File: src/caw_pkg.sv
`default_nettype none

package caw_pkg;

  // ****************************************************************
  // Register addresses
  // ****************************************************************
  localparam logic [7:0] ADDR_CTRL    = 8'hd8;
  localparam logic [7:0] ADDR_MODE    = 8'hd9;
  localparam logic [7:0] ADDR_CPM5    = 8'hce;
  localparam logic [7:0] ADDR_CNT_LO  = 8'he9;
  localparam logic [7:0] ADDR_CNT_HI  = 8'hf9;
  localparam logic [7:0] ADDR_CPL5    = 8'hd3;
  localparam logic [7:0] ADDR_CPH5    = 8'hd4;

  // ****************************************************************
  // Field positions
  // ****************************************************************
  localparam int CTRL_CF      = 7;
  localparam int CTRL_CR      = 6;
  localparam int CTRL_WDF     = 5;
  localparam int MODE_IDLE_SUSPEND    = 7;
  localparam int MODE_WATCHDOG_ENABLE_BIT    = 6;
  localparam int MODE_WATCHDOG_LOCK_BIT   = 5;
  localparam int MODE_UNUSED  = 4;
  localparam int MODE_CPS_LSB = 1;
  localparam int MODE_ECF     = 0;
  localparam int CPM_ECOM     = 6;
  localparam int CPM_MAT      = 3;
  localparam int CPM_ECCF     = 0;

  // ****************************************************************
  // Reset values
  // ****************************************************************
  localparam logic [7:0]  CTRL_RST = 8'h00;
  localparam logic [7:0]  MODE_RST = 8'h40;
  localparam logic [15:0] CNT_RST  = 16'h0000;
  localparam logic [7:0]  CPL5_RST = 8'h00;
  localparam logic [7:0]  CPH5_RST = 8'h00;
  localparam logic [7:0]  CPM5_RST = 8'h00;

  // ****************************************************************
  // Timebase codes and timing
  // ****************************************************************
  localparam logic [2:0] TB_DIV12 = 3'h0;
  localparam logic [2:0] TB_DIV4  = 3'h1;
  localparam logic [2:0] TB_T0    = 3'h2;
  localparam logic [2:0] TB_ECI   = 3'h3;
  localparam logic [2:0] TB_SYS   = 3'h4;
  localparam logic [2:0] TB_EXT8  = 3'h5;

  localparam int CLK_PERIOD_NS   = 10;
  localparam int SYS_DIV_12      = 12;
  localparam int SYS_DIV_4       = 4;
  localparam int EXT_DIV         = 8;
  localparam int WDT_FIRST_TICKS = 256;
  localparam int WDT_FIRST_CYCLES = WDT_FIRST_TICKS * SYS_DIV_12;

endpackage : caw_pkg

`default_nettype wire

File: src/caw_timebase.sv
`default_nettype none

module caw_timebase
  import caw_pkg::*;
(
  // Clock and reset
  input  wire logic       ref_clk,
  input  wire logic       rst,
  // Control
  input  wire logic       run,
  input  wire logic [2:0] sel,
  // Sources
  input  wire logic       timer0_ovf,
  input  wire logic       ext_count_in,
  input  wire logic       ext_clk_in,
  // Counter advance
  output logic            tick
);
  import caw_pkg::*;

  localparam logic [3:0] PRE_LAST_12 = 4'(SYS_DIV_12 - 1);
  localparam logic [3:0] PRE_LAST_4  = 4'(SYS_DIV_4 - 1);
  localparam logic [2:0] EXT_LAST    = 3'(EXT_DIV - 1);

  typedef struct packed {
    logic [3:0] pre;
    logic       eci_prev;
    logic       ext_prev;
    logic [2:0] ext_cnt;
  } caw_tb_state_t;

  caw_tb_state_t st_q;
  caw_tb_state_t st_d;

  // ****************************************************************
  // Source selection
  // ****************************************************************
  always_comb begin
    st_d          = st_q;
    tick          = 1'b0;
    st_d.eci_prev = ext_count_in;
    st_d.ext_prev = ext_clk_in;
    if (run) begin
      case (sel)
        TB_DIV12: begin
          tick     = (st_q.pre == PRE_LAST_12);
          st_d.pre = tick ? 4'h0 : 4'(st_q.pre + 4'h1);
        end
        TB_DIV4: begin
          tick     = (st_q.pre >= PRE_LAST_4);
          st_d.pre = tick ? 4'h0 : 4'(st_q.pre + 4'h1);
        end
        TB_T0:   tick = timer0_ovf;
        // Falling edge only; caller keeps the rate at or below div 4
        TB_ECI:  tick = st_q.eci_prev & ~ext_count_in;
        TB_SYS:  tick = 1'b1;
        TB_EXT8: begin
          if (ext_clk_in & ~st_q.ext_prev) begin
            tick         = (st_q.ext_cnt == EXT_LAST);
            st_d.ext_cnt = 3'(st_q.ext_cnt + 3'h1);
          end
        end
        // Reserved codes leave the counter still
        default: tick = 1'b0;
      endcase
    end
  end

  always_ff @(posedge ref_clk or posedge rst) begin
    if (rst) begin
      st_q <= '0;
    end else begin
      st_q <= st_d;
    end
  end
endmodule : caw_timebase

`default_nettype wire

File: src/caw_wdt_ctrl.sv
`default_nettype none

module caw_wdt_ctrl (
  // Clock and reset
  input  wire logic       ref_clk,
  input  wire logic       rst,
  // Register access
  input  wire logic [7:0] sfr_addr,
  input  wire logic       sfr_wr_en,
  input  wire logic [7:0] sfr_wdata,
  output logic      [7:0] sfr_rdata,
  // Timebase sources
  input  wire logic       timer0_ovf,
  input  wire logic       ext_count_in,
  input  wire logic       ext_clk_in,
  // System state and other modules
  input  wire logic       cpu_idle,
  input  wire logic [4:0] module_match,
  input  wire logic [4:0] module_irq_en,
  // Requests
  output logic            array_irq,
  output logic            wdt_reset_req
);
  import caw_pkg::*;

  typedef struct packed {
    logic [15:0] cnt;
    logic        cf;
    logic        cr;
    logic [5:0]  ccf;
    logic        idle_suspend;
    logic        watchdog_enable_bit;
    logic        watchdog_lock_bit;
    logic [2:0]  cps;
    logic        ecf;
    logic [7:0]  cpl5;
    logic [7:0]  cph5;
    logic [7:0]  cpm5;
    logic [7:0]  rdata;
    logic        irq;
    logic        wrst;
  } caw_state_t;

  caw_state_t  st_q;
  caw_state_t  st_d;
  logic        active;
  logic        run_en;
  logic        tick;
  logic        timeout;
  logic        force_rst;
  logic [15:0] cnt_next;
  logic        m5_match;

  // ****************************************************************
  // Read decode
  // ****************************************************************
  function automatic logic [7:0] read_mux(input logic [7:0] a,
                                          input caw_state_t s);
    logic [7:0] r;
    r = 8'h00;
    if (a == ADDR_CTRL) begin
      r = {s.cf, s.cr, s.ccf};
    end else if (a == ADDR_MODE) begin
      r = {s.idle_suspend, s.watchdog_enable_bit, s.watchdog_lock_bit, 1'b0, s.cps, s.ecf};
    end else if (a == ADDR_CNT_LO) begin
      r = s.cnt[7:0];
    end else if (a == ADDR_CNT_HI) begin
      r = s.cnt[15:8];
    end else if (a == ADDR_CPL5) begin
      r = s.cpl5;
    end else if (a == ADDR_CPH5) begin
      r = s.cph5;
    end else if (a == ADDR_CPM5) begin
      r = s.cpm5;
    end
    return r;
  endfunction : read_mux

  assign active = st_q.watchdog_enable_bit | st_q.watchdog_lock_bit;
  // run bit, forced on by watchdog
  assign run_en = (st_q.cr | active) & ~(st_q.idle_suspend & cpu_idle);

  caw_timebase u_timebase (
    .ref_clk      (ref_clk),
    .rst          (rst),
    .run          (run_en),
    .sel          (st_q.cps),
    .timer0_ovf   (timer0_ovf),
    .ext_count_in (ext_count_in),
    .ext_clk_in   (ext_clk_in),
    .tick         (tick)
  );

  // ****************************************************************
  // Next state
  // ****************************************************************
  always_comb begin
    st_d     = st_q;
    cnt_next = 16'(st_q.cnt + 16'h0001);
    // overflow of low byte at match
    timeout  = active & tick & (st_q.cnt[7:0] == 8'hff)
             & (st_q.cph5 == st_q.cnt[15:8]);
    // Module five acts as a plain software timer when not watching
    m5_match = ~active & tick & st_q.cpm5[CPM_ECOM]
             & st_q.cpm5[CPM_MAT] & (cnt_next == {st_q.cph5, st_q.cpl5});
    force_rst = 1'b0;
    if (tick) begin
      st_d.cnt = cnt_next;
    end
    if (sfr_wr_en) begin
      if (sfr_addr == ADDR_CTRL) begin
        st_d.cf  = sfr_wdata[CTRL_CF];
        st_d.cr  = sfr_wdata[CTRL_CR];
        st_d.ccf = sfr_wdata[5:0];
        force_rst = active & sfr_wdata[CTRL_WDF];
      end else if (sfr_addr == ADDR_MODE) begin
        // other mode bits locked by enable
        if (!st_q.watchdog_enable_bit) begin
          st_d.ecf   = sfr_wdata[MODE_ECF];
          st_d.watchdog_lock_bit = st_q.watchdog_lock_bit | sfr_wdata[MODE_WATCHDOG_LOCK_BIT];
          if (!active) begin
            st_d.idle_suspend = sfr_wdata[MODE_IDLE_SUSPEND];
            st_d.cps  = sfr_wdata[MODE_CPS_LSB +: 3];
          end
        end
        st_d.watchdog_enable_bit = sfr_wdata[MODE_WATCHDOG_ENABLE_BIT] | (st_q.watchdog_lock_bit & st_q.watchdog_enable_bit);
      end else if (sfr_addr == ADDR_CNT_LO) begin
        if (!active) begin
          st_d.cnt[7:0] = sfr_wdata;
        end
      end else if (sfr_addr == ADDR_CNT_HI) begin
        if (!active) begin
          st_d.cnt[15:8] = sfr_wdata;
        end
      end else if (sfr_addr == ADDR_CPL5) begin
        st_d.cpl5 = sfr_wdata;
      end else if (sfr_addr == ADDR_CPH5) begin
        // write while active loads high byte plus offset; inactive write loads the data
        st_d.cph5 = active ? 8'(st_q.cnt[15:8] + st_q.cpl5) : sfr_wdata;
      end else if (sfr_addr == ADDR_CPM5) begin
        if (!active) begin
          st_d.cpm5 = sfr_wdata;
        end
      end
    end
    // wrap sets flag; set beats a clear
    if (tick && st_q.cnt == 16'hffff) begin
      st_d.cf = 1'b1;
    end
    st_d.ccf = st_d.ccf | {m5_match, module_match};
    st_d.irq = (st_d.cf & st_d.ecf)
             | (|(st_d.ccf & {st_d.cpm5[CPM_ECCF], module_irq_en}));
    st_d.wrst  = timeout | force_rst;
    // run bit shows software value only
    st_d.rdata = read_mux(sfr_addr, st_q);
  end

  always_ff @(posedge ref_clk or posedge rst) begin
    if (rst) begin
      st_q       <= '0;
      st_q.cf    <= CTRL_RST[CTRL_CF];
      st_q.cr    <= CTRL_RST[CTRL_CR];
      st_q.ccf   <= CTRL_RST[5:0];
      st_q.idle_suspend  <= MODE_RST[MODE_IDLE_SUSPEND];
      st_q.watchdog_enable_bit  <= MODE_RST[MODE_WATCHDOG_ENABLE_BIT];
      st_q.watchdog_lock_bit <= MODE_RST[MODE_WATCHDOG_LOCK_BIT];
      st_q.cps   <= MODE_RST[MODE_CPS_LSB +: 3];
      st_q.ecf   <= MODE_RST[MODE_ECF];
      st_q.cnt   <= CNT_RST;
      st_q.cpl5  <= CPL5_RST;
      st_q.cph5  <= CPH5_RST;
      st_q.cpm5  <= CPM5_RST;
    end else begin
      st_q <= st_d;
    end
  end

  assign sfr_rdata     = st_q.rdata;
  assign array_irq     = st_q.irq;
  assign wdt_reset_req = st_q.wrst;

  // Cycles since reset while software stays silent
  logic [12:0] chk_cyc_q;
  logic        chk_quiet_q;
  always_ff @(posedge ref_clk or posedge rst) begin
    if (rst) begin
      chk_cyc_q   <= 13'h0000;
      chk_quiet_q <= 1'b1;
    end else begin
      if (chk_cyc_q != 13'h1fff) begin
        chk_cyc_q <= 13'(chk_cyc_q + 13'h0001);
      end
      if (sfr_wr_en) begin
        chk_quiet_q <= 1'b0;
      end
    end
  end
endmodule : caw_wdt_ctrl

`default_nettype wire

File: config.mk
export PLATFORM = sky130hd
export DESIGN_NAME = caw_wdt_ctrl
export DESIGN_NICKNAME = d
export VERILOG_FILES = /design/src/caw_pkg.sv /design/src/caw_timebase.sv /design/src/caw_wdt_ctrl.sv
export SDC_FILE = /design/constraint.sdc
export NUM_CORES = 1
export LEC_CHECK = 0
export ABC_AREA = 0
export BUFFER_PORTS_ARGS = -buffer_cell sky130_fd_sc_hd__buf_2
export CAP_MARGIN = 30
export CORE_MARGIN = 2
export CORE_UTILIZATION = 52
export DETAILED_ROUTE_END_ITERATION = 10
export GPL_ROUTABILITY_DRIVEN = 1
export PLACE_DENSITY = 0.81
export SETUP_SLACK_MARGIN = 0.05
export SYNTH_ARGS = -nofsm -noshare
export SYNTH_HDL_FRONTEND = slang
export SYNTH_SLANG_ARGS = --single-unit
File: constraint.sdc
create_clock -name ref_clk -period 3.9 [get_ports ref_clk]
set_input_delay 0.78 -clock ref_clk [delete_from_list [all_inputs] [get_ports ref_clk]]
set_output_delay 0.78 -clock ref_clk [all_outputs]
set_load 0.02 [all_outputs]
==> metrics, run 1 <==
WP data required roughly 4200 ps; initial antenna violation count 0; min Tclk post-route between 2000 and 3000 ps; number of global-route vias before repair 4158; Synth warnings 0; die area 10120 sq um; nets a little under 600; total track usage approximately 28%; WL/cell about 21 um; Synthesized Nets 564; CTS H-Tree Depth 3; Flop pwr share between 40% and 50%; num rows 35; Hold Fails Final Rpt 0; maximum vdd ir drop between 150 and 200 uV; Iteration-0 DRC Markers around 510; Max Clock Skew ~12 ps; internal power 1252 uW; Tightest Hold Check Type flip-flop to flip-flop; post-synthesis mux area share between 8 and 9%; slowest cell delay on critical path between 600 and 700 ps; Skew-Pair Late Insertion Delay 360 ps; CP Cell Sequence ha_1 > nand4_1 > nor4_1 > nand3_1 > a211oi_1 > o2111ai_1 > nand3_1; Yosys cell types 77; P&R area growth vs syn 8.202%; sw frac 31.76%; Cells after Synth a little over 500; total number of vias ~4400; first-pass GRT wire length roughly 22000 um; Setup WS post-layout 1023 ps; grt total ovfl 0; Final GP Congestion between 1 and 1.5; status finished clean; pin count of the biggest net entering global routing 36; layout cells sized above 1 20.77%; CP arrival approximately 3200 ps; slowest stage cell, crit path nor4_1; CTS Hold Buffers Added 0; overall power roughly 1800 uW; largest family of logic cells by synthesized area simple AND/OR/NAND/NOR gates; reg2reg setup slack 1020 ps; Antenna Cells 0; Clk pwr share roughly a third; type of origin of the critical path flip-flop; Final Max Tran Viols 0; final worst path period share 73.76%; Synth Register Bits 74; Setup crit end kind flip-flop; kind of critical path flip-flop to flip-flop; CTS sink count between 70 and 80; setup TNS 0 ps; critical path fanouts, max 8; pre-CTS setup slack between 800 and 900 ps; Max Root-Sink Buffers 2; number of synthesized flops with an enable pin 0; Final Core Density between 50% and 60%; Pleak between 0.002 and 0.0025 uW; Sw Pwr 582.4 uW; Synth Area in Compound Gates approximately 17%; number of buffers created by CTS 9; Max Cap Violations 0; Final ANT Viol Nets 0; Worst Tran Pin Value roughly 810 ps; CTS tree done; Root Buffer clkbuf_8; combinational share of power between 15 and 20%; sequential element share of the synthesized area a little under two fifths; unrepaired setup endpoints after global routing no; Port Buf Inserts between 40 and 50; post-synth design cell area roughly 4900 sq um; fillers 778; Clock transition at path regs around 90 ps; DR vias/cell roughly 6.6; post-synthesis adder-cell area fraction 3.250%; xor/xnor cell area share of the yosys netlist around 6.5%; f_max about 0.35 GHz; overall routed net length around 14000 um; First-pass DRT Iterations 8; DP HPWL slightly above 10000 um; # DRC 0; hold path depth 1; worst rel slew slack 45.77%; buffer count from post-CTS setup fixing 0; Avg Synthesized Cell Area between 9 and 10 sq um; post_cts resized 0; FFs w/ async S/R, synth 100.0%; Die W roughly 100 um; # setup viols final 0; core area between 9000 and 10000 sq um; Synth Area in Simple Gates between 20 and 25%; Initial Utilization a little over half; Crit path top cell by count nand3_1; die span in y around 100 um; IO Pins 43; worst reg2reg path depth 7; PwrDens 349.4 nW/um^2; predominant post-synthesis flop cell dfrtp_1
==> registers in the layout (all words and copies together), names as in the netlist <==
signal           count
st_q                55
u_timebase.st_q      9
sfr_rdata            8
array_irq            1
wdt_reset_req        1
==> power by group through the flow <==
stage | logic (uW) | clock network (uW) | registers [uW]
floorplan | 247 | 0 | 872
global placement | 305 | 0 | 907
detailed placement | 322 | 0 | 910
CTS | 324 | 609 | 896
global route | 365 | 641 | 907
finish | 327 | 606 | 900
==> cell families (layout without fill, tap and decap cells) <==
group           count (synthesis)  after routing
simple gates                  200            200
fa+ha+maj                      12             12
xor+xnor                       36             36
buf+inv                        45             75
mux                            36             36
compound gates                116            116
flops                          74             74
==> routing by layer <==
metal,part of all wire (%),up-vias,global-route usage [%]
met2,45,278,43.38
li1,-,1951,-
met1,39,2075,36.97
met3,10,69,6.657
met5,0,-,0
met4,5.2,0,14.75
==> cell type report <==
cell class | count | area [sq um] | share of cell area, %
Clock inverter | 7 | 75.07 | 1.430
Sequential cell | 74 | 1853 | 35.30
Clock buffer | 9 | 123.9 | 2.360
Multi-Input combinational cell | 400 | 2769 | 52.75
Tap cell | 111 | 138.9 | 2.646
Inverter | 13 | 48.80 | 0.9297
Timing Repair Buffer | 46 | 240.2 | 4.577
==> final timing paths <==
path                                     from                  to
max                                  st_q[49]           array_irq
min                        u_timebase.st_q[0]  u_timebase.st_q[0]
max reg2reg                          st_q[49]           array_irq
min reg2reg                u_timebase.st_q[0]  u_timebase.st_q[0]
max in group asynchronous                 rst            st_q[39]
min in group asynchronous                 rst            st_q[10]
==> placed cells by master, fill, tap and decap left out, types with 8 or more instances in the layout <==
cell type | synthesis | routed
dfrtp_1 | 73 | 73
nand2_1 | 69 | 69
buf_2 | 8 | 42
nor2_1 | 34 | 34
mux2_2 | 26 | 26
o21ai_0 | 25 | 25
xor2_1 | 23 | 23
a21oi_1 | 21 | 21
nand3_1 | 17 | 17
xnor2_1 | 13 | 13
inv_1 | 13 | 12
nor3_1 | 12 | 12
ha_1 | 11 | 11
nand4_1 | 10 | 10
mux2i_1 | 10 | 10
clkbuf_8 | 0 | 9
a221oi_1 | 8 | 8
nor4_1 | 8 | 8
==> critical path: cells and delay by family, from the launching register on <==
| family | cells | cell delay, ps |
|---|---|---|
| AND/OR/NAND/NOR | 4 | 1320 |
| flip-flops | 1 | 490 |
| AO/OA/AOI/OAI | 2 | 640 |
| adder cells (fa/ha/maj) | 1 | 360 |
==> synth_stat cells, drive strengths merged, types with 6 or more instances <==
master   n  area share (%)
nor2    35             3.0
nand3   19             2.2
mux2i   10             2.1
a21oi   21             2.2
nor4    10             1.7
o21ai   32             3.8
nor2b    7            0.90
a221oi   8             1.4
a22oi    7             1.1
nand2b   6            0.77
ha      11             2.8
mux2    26             6.0
nor3    13             1.6
dfrtp   73              38
a221o    7             1.4
inv     13             1.0
buf     20             2.8
clkbuf  12            0.95
xnor2   13             2.3
nand4   11             1.5
nand2   69             5.3
xor2    23             4.2
==> through the flow <==
stage / cells / cell area, sq um / hold WS, ps
6_report: 660 / 5249 / 502.2
5_1_grt: 660 / 5249 / 513.8
4_1_cts: 660 / 5249 / 508.7
3_5_place_dp: 644 / 5050 / 493.7
3_3_place_gp: 644 / 5050 / 467.3
2_1_floorplan: 519 / 4851 / 452.8
Note: power is estimated with default switching activity, not from simulation.
==> run 2: changes to the inputs <==
==> constraint.sdc (replaced) <==
create_clock -name ref_clk -period 2.9 [get_ports ref_clk]
set_input_delay 0.58 -clock ref_clk [delete_from_list [all_inputs] [get_ports ref_clk]]
set_output_delay 0.58 -clock ref_clk [all_outputs]
set_load 0.02 [all_outputs]
==> run 2 against run 1 <==
Against the previous run: clock skew is 1.3 ps higher; cell count grew 1.5%; setup slack worse by 710 ps; combinational power increased by 36%; count of clock-buffer cells in the layout is 1 higher; wire length grew 5.4%; highest routed layer unchanged; worst hold slack worse by 220 ps; global-route usage increased by 2.4 points; final area increased by 2.2%; power is 42% higher; die area did not move.
==> metrics, run 2 (synthesized netlist as in run 1, its figures left out) <==
status finished clean; Max Clock Skew 13.48 ps (+1.261 ps); Setup WS post-layout 314.3 ps (-709.1 ps); CTS tree done; number of global-route vias before repair 4209 (+1.2%); Antenna Cells 0 (unchanged); Flop pwr share 46.6% (-2.5 points); sw frac 30.92% (-0.84 points); fillers 804 (+3.3%); Final Max Tran Viols 0 (unchanged); maximum vdd ir drop 412.7 uV (+150%); Clock transition at path regs 80 ps (about the same); f_max 0.3867 GHz (+11%); CTS H-Tree Depth 3 (unchanged); pin count of the biggest net entering global routing 75 (+110%); Setup crit end kind flip-flop; CP arrival 2850 ps (-320 ps); Largest Register st_q; Final ANT Viol Nets 0 (unchanged); First-pass DRT Iterations 5 (-3); # setup viols final 0 (unchanged); Skew-Pair Late Insertion Delay 370 ps (about the same); DR vias/cell 6.557 (-1.0%); num rows 35 (unchanged); combinational share of power 17.2% (-0.6 points); min Tclk post-route 2586 ps (-290.9 ps); die span in y 100.6 um (unchanged); Max Cap Violations 0 (unchanged); # DRC 0 (unchanged); setup TNS 0 ps (unchanged); first-pass GRT wire length 23380 um (+6.7%); reg2reg setup slack 310 ps (-710 ps); die area 10120 sq um (unchanged); Clk pwr share 36.2% (+3.1 points); Iteration-0 DRC Markers 336 (-34%); FF-to-FF End wdt_reset_req; Die W 100.6 um (unchanged); total track usage 30.57% (+2.4 points); IO Pins 43 (unchanged); Tightest Hold Check Type primary input to async pin; worst reg2reg path depth 7 (unchanged); grt total ovfl 0 (unchanged); commonest non-fill, non-tap cells in the layout dfrtp_1, nand2_1, buf_2; initial antenna violation count 0 (unchanged); core area 9153 sq um (unchanged); pre-CTS setup slack 307.6 ps (-571.7 ps); internal power 1796 uW (+43%); Port Buf Inserts 42 (unchanged); CTS sink count 74 (unchanged); Max Root-Sink Buffers 2 (unchanged); buffer count from post-CTS setup fixing 0 (unchanged); CTS Hold Buffers Added 0 (unchanged); kind of critical path flip-flop to flip-flop; Post-DP Area 5137 sq um (+1.7%); Worst Tran Pin Value 626.6 ps (-180.1 ps); final worst path period share 89.16% (+15 points); final hold slack 279.9 ps (-222.4 ps); Pleak 0.002447 uW (+3.4%); WL/cell 21.79 um (+3.8%); critical path fanouts, max 8 (unchanged); Final GP Congestion 0.9447 (-11%); nets 599 (+1.7%); DP HPWL 10630 um (+4.9%); type of origin of the critical path flip-flop; WP data required 3160 ps (-1040 ps); most common cell after layout, fill and taps aside dfrtp_1; overall routed net length 14600 um (+5.4%); RR Startpoint st_q[49]; fin area 5363 sq um (+2.2%); total number of vias 4393 (+0.46%); post_cts resized 0 (unchanged); unrepaired setup endpoints after global routing no; P&R area growth vs syn 10.55%; Initial Utilization 53.00% (unchanged); Sw Pwr 803.8 uW (+38%); Hold Fails Final Rpt 0 (unchanged); PwrDens 484.8 nW/um^2 (+39%); Root Buffer clkbuf_8; max reg flops 55 (unchanged); layout cells sized above 1 22.18% (+1.4 points); worst rel slew slack 57.84% (+12 points); number of buffers created by CTS 9 (unchanged)
run 2: cell types whose count changed in the layout (fill, tap and decap cells not counted), sizes merged:
cell	previous run	this run
clkbuf	9	10
bufinv	1	2
clkinvlp	3	0
clkinv	1	2
buf	46	56
run 2: worst max path at each step:
stage                startpoint             to  slack (ps)  depth (start not counted)
floorplan                   rst      array_irq         440                          1
global placement    sfr_addr[4]      array_irq         380                          7
detailed placement  sfr_addr[4]      array_irq         310                          7
CTS                    st_q[49]  wdt_reset_req         400                          7
global route           st_q[49]      array_irq         160                          8
finish                 st_q[49]  wdt_reset_req         310                          7
run 2: cell type report:
cell class | count | area (sq um) | area share (%)
clock buffer | 10 | 137.6 | 2.566
clock inverter | 6 | 87.58 | 1.633
inverter | 13 | 48.80 | 0.9099
multi-input combinational | 400 | 2769 | 51.63
sequential | 74 | 1853 | 34.55
tap | 111 | 138.9 | 2.590
timing repair buffer | 56 | 327.8 | 6.113
run 2: metrics by stage:
stage               std cells  utilization [%]  total power, uW
floorplan                 519                -             1505
global placement          654            56.13             1645
detailed placement        654            56.13             1667
CTS                       670            58.59             2599
global route              670            58.59             2709
finish                    670            58.59             2600
run 2: critical path: stages, from the launching register on:
cell and delay, ps:
dfrtp_1 500, ha_1 370, nand4_1 260, buf_4 250, nor2_1 260, nand3_1 170, or4b_1 560, o31ai_1 100
run 2: power groups by stage:
stage,clock network (uW),logic (uW),registers (uW)
final,941,446,1210
after global routing,991,497,1220
after CTS,950,442,1210
after detailed placement,0,440,1230
after global placement,0,423,1220
after floorplan,0,332,1170
run 2: routing by layer:
metal  vias up  GRT usage, %  routed length [um]
li1       1967             -                   -
met1      2127         41.72                6149
met2       262         48.00                6629
met3        37         6.935                1379
met4         0         10.64                 443
met5         -             0                   0
==> run 3: changes to the inputs <==
--- a/config.mk
+++ b/config.mk
@@ -12,6 +12,7 @@
 export CORE_UTILIZATION = 52
 export DETAILED_ROUTE_END_ITERATION = 10
 export GPL_ROUTABILITY_DRIVEN = 1
+export MAX_ROUTING_LAYER = met4
 export PLACE_DENSITY = 0.81
 export SETUP_SLACK_MARGIN = 0.05
 export SYNTH_ARGS = -nofsm -noshare
==> run 3 against run 2 <==
Against the previous run: utilization down 0.53 points; cell count shrank 0.15%; largest power group unchanged; largest cell class unchanged; highest routed layer unchanged; via count decreased by 3.7%; first-iteration DRC count rose by 29%.
==> metrics, run 3 (synthesized netlist as in run 1, its figures left out) <==
Max Clock Skew 12.43 ps (-1.044 ps); layout cells sized above 1 22.04% (-0.14 points); number of global-route vias before repair 4166 (-1.0%); overall power 2411 uW (-7.3%); first-pass GRT wire length 21950 um (-6.1%); Final GP Congestion 0.9646 (+2.1%); type of origin of the critical path flip-flop; DR vias/cell 6.321 (-3.6%); pin count of the biggest net entering global routing 75 (unchanged); core area 9153 sq um (unchanged); nets 598 (-0.17%); Antenna Cells 0 (unchanged); Worst Tran Pin Value 755.6 ps (+128.9 ps); commonest non-fill, non-tap cells in the layout dfrtp_1, nand2_1, buf_2; Setup WS post-layout 439.9 ps (+125.7 ps); Iteration-0 DRC Markers 435 (+29%); IO Pins 43 (unchanged); maximum vdd ir drop 273.7 uV (-34%); CTS H-Tree Depth 3 (unchanged); Clock transition at path regs 90 ps (about the same); CTS tree done; min Tclk post-route 2460 ps (-125.7 ps); kind of critical path flip-flop to flip-flop; total track usage 29.44% (-1.1 points); Die W 100.6 um (unchanged); initial antenna violation count 0 (unchanged); Largest Register st_q; grt total ovfl 0 (unchanged); f_max 0.4065 GHz (+5.1%); pre-CTS setup slack 288.0 ps (-19.64 ps); PwrDens 453.7 nW/um^2 (-6.4%); Tightest Hold Check Type primary input to async pin; Setup crit end kind flip-flop; post_cts resized 0 (unchanged); WL/cell 20.56 um (-5.7%); unrepaired setup endpoints after global routing no; num rows 35 (unchanged); WP data required 3190 ps (+30 ps); overall routed net length 13750 um (-5.8%); total number of vias 4229 (-3.7%); Skew-Pair Late Insertion Delay 360 ps (about the same); worst rel slew slack 48.33% (-9.5 points); critical path fanouts, max 8 (unchanged); number of buffers created by CTS 9 (unchanged); final worst path period share 84.83% (-4.3 points); # DRC 0 (unchanged); setup TNS 0 ps (unchanged); P&R area growth vs syn 9.544%; CTS sink count 74 (unchanged); worst reg2reg path depth 7 (unchanged); Initial Utilization 53.00% (unchanged); Hold Fails Final Rpt 0 (unchanged); DP HPWL 10160 um (-4.4%); Pleak 0.002410 uW (-1.5%); Final Max Tran Viols 0 (unchanged); status finished clean; CTS Hold Buffers Added 0 (unchanged); reg2reg setup slack 440 ps (+130 ps); Port Buf Inserts 42 (unchanged); max reg flops 55 (unchanged); most common cell after layout, fill and taps aside dfrtp_1; Max Root-Sink Buffers 2 (unchanged); Final ANT Viol Nets 0 (unchanged); Root Buffer clkbuf_8; First-pass DRT Iterations 6 (+1); Max Cap Violations 0 (unchanged); # setup viols final 0 (unchanged); die span in y 100.6 um (unchanged); buffer count from post-CTS setup fixing 0 (unchanged); CP arrival 2750 ps (-100 ps); die area 10120 sq um (unchanged)
-- run 3: final cells by class --
class	count	area [sq um]
Timing Repair Buffer	55	320.3
Sequential cell	74	1853
Clock buffer	9	123.9
Multi-Input combinational cell	400	2769
Inverter	13	48.80
Tap cell	111	138.9
Fill cell	777	3839
Clock inverter	7	60.06
-- run 3: layer usage --
layer  up-vias  track usage [%]  wire length [um]
li1       1969                -                 -
met1      2000            36.14              5804
met2       208            44.62              6024
met4         0            14.75               669
met5         -                -                 0
met3        52            8.114              1256
-- run 3: metrics by stage --
step | cell area, sq um | utilization, % | hold slack, ps | std cells
after floorplan | 4851 | - | 452.8 | 519
final | 5314 | 58.06 | 279.3 | 669
after global placement | 5130 | 56.05 | 466.9 | 653
after global routing | 5314 | 58.06 | 319.7 | 669
after CTS | 5314 | 58.06 | 317.1 | 669
after detailed placement | 5130 | 56.05 | 469.8 | 653
-- run 3: final timing paths --
kind / to / from
setup / recovery: array_irq / st_q[49]
min in group ref_clk: u_timebase.st_q[4] / ext_count_in
setup reg to reg: array_irq / st_q[49]
hold reg to reg: u_timebase.st_q[0] / u_timebase.st_q[0]
max in group asynchronous: st_q[39] / rst
hold / removal: st_q[24] / rst
-- run 3: worst max-delay path: stages (launching register included) --
cell	delay, ps
dfrtp_1	480
ha_1	350
nand2_1	140
nor2_1	170
o21ai_0	100
a2111oi_0	720
o2111ai_1	290
nand3_1	150
-- run 3: report_power, final --
part / total (uW) / internal, uW / switching, uW
sequential: 1210 / 1100 / 108
combinational: 438 / 187 / 251
clock: 767 / 325 / 442
total: 2410 / 1610 / 801
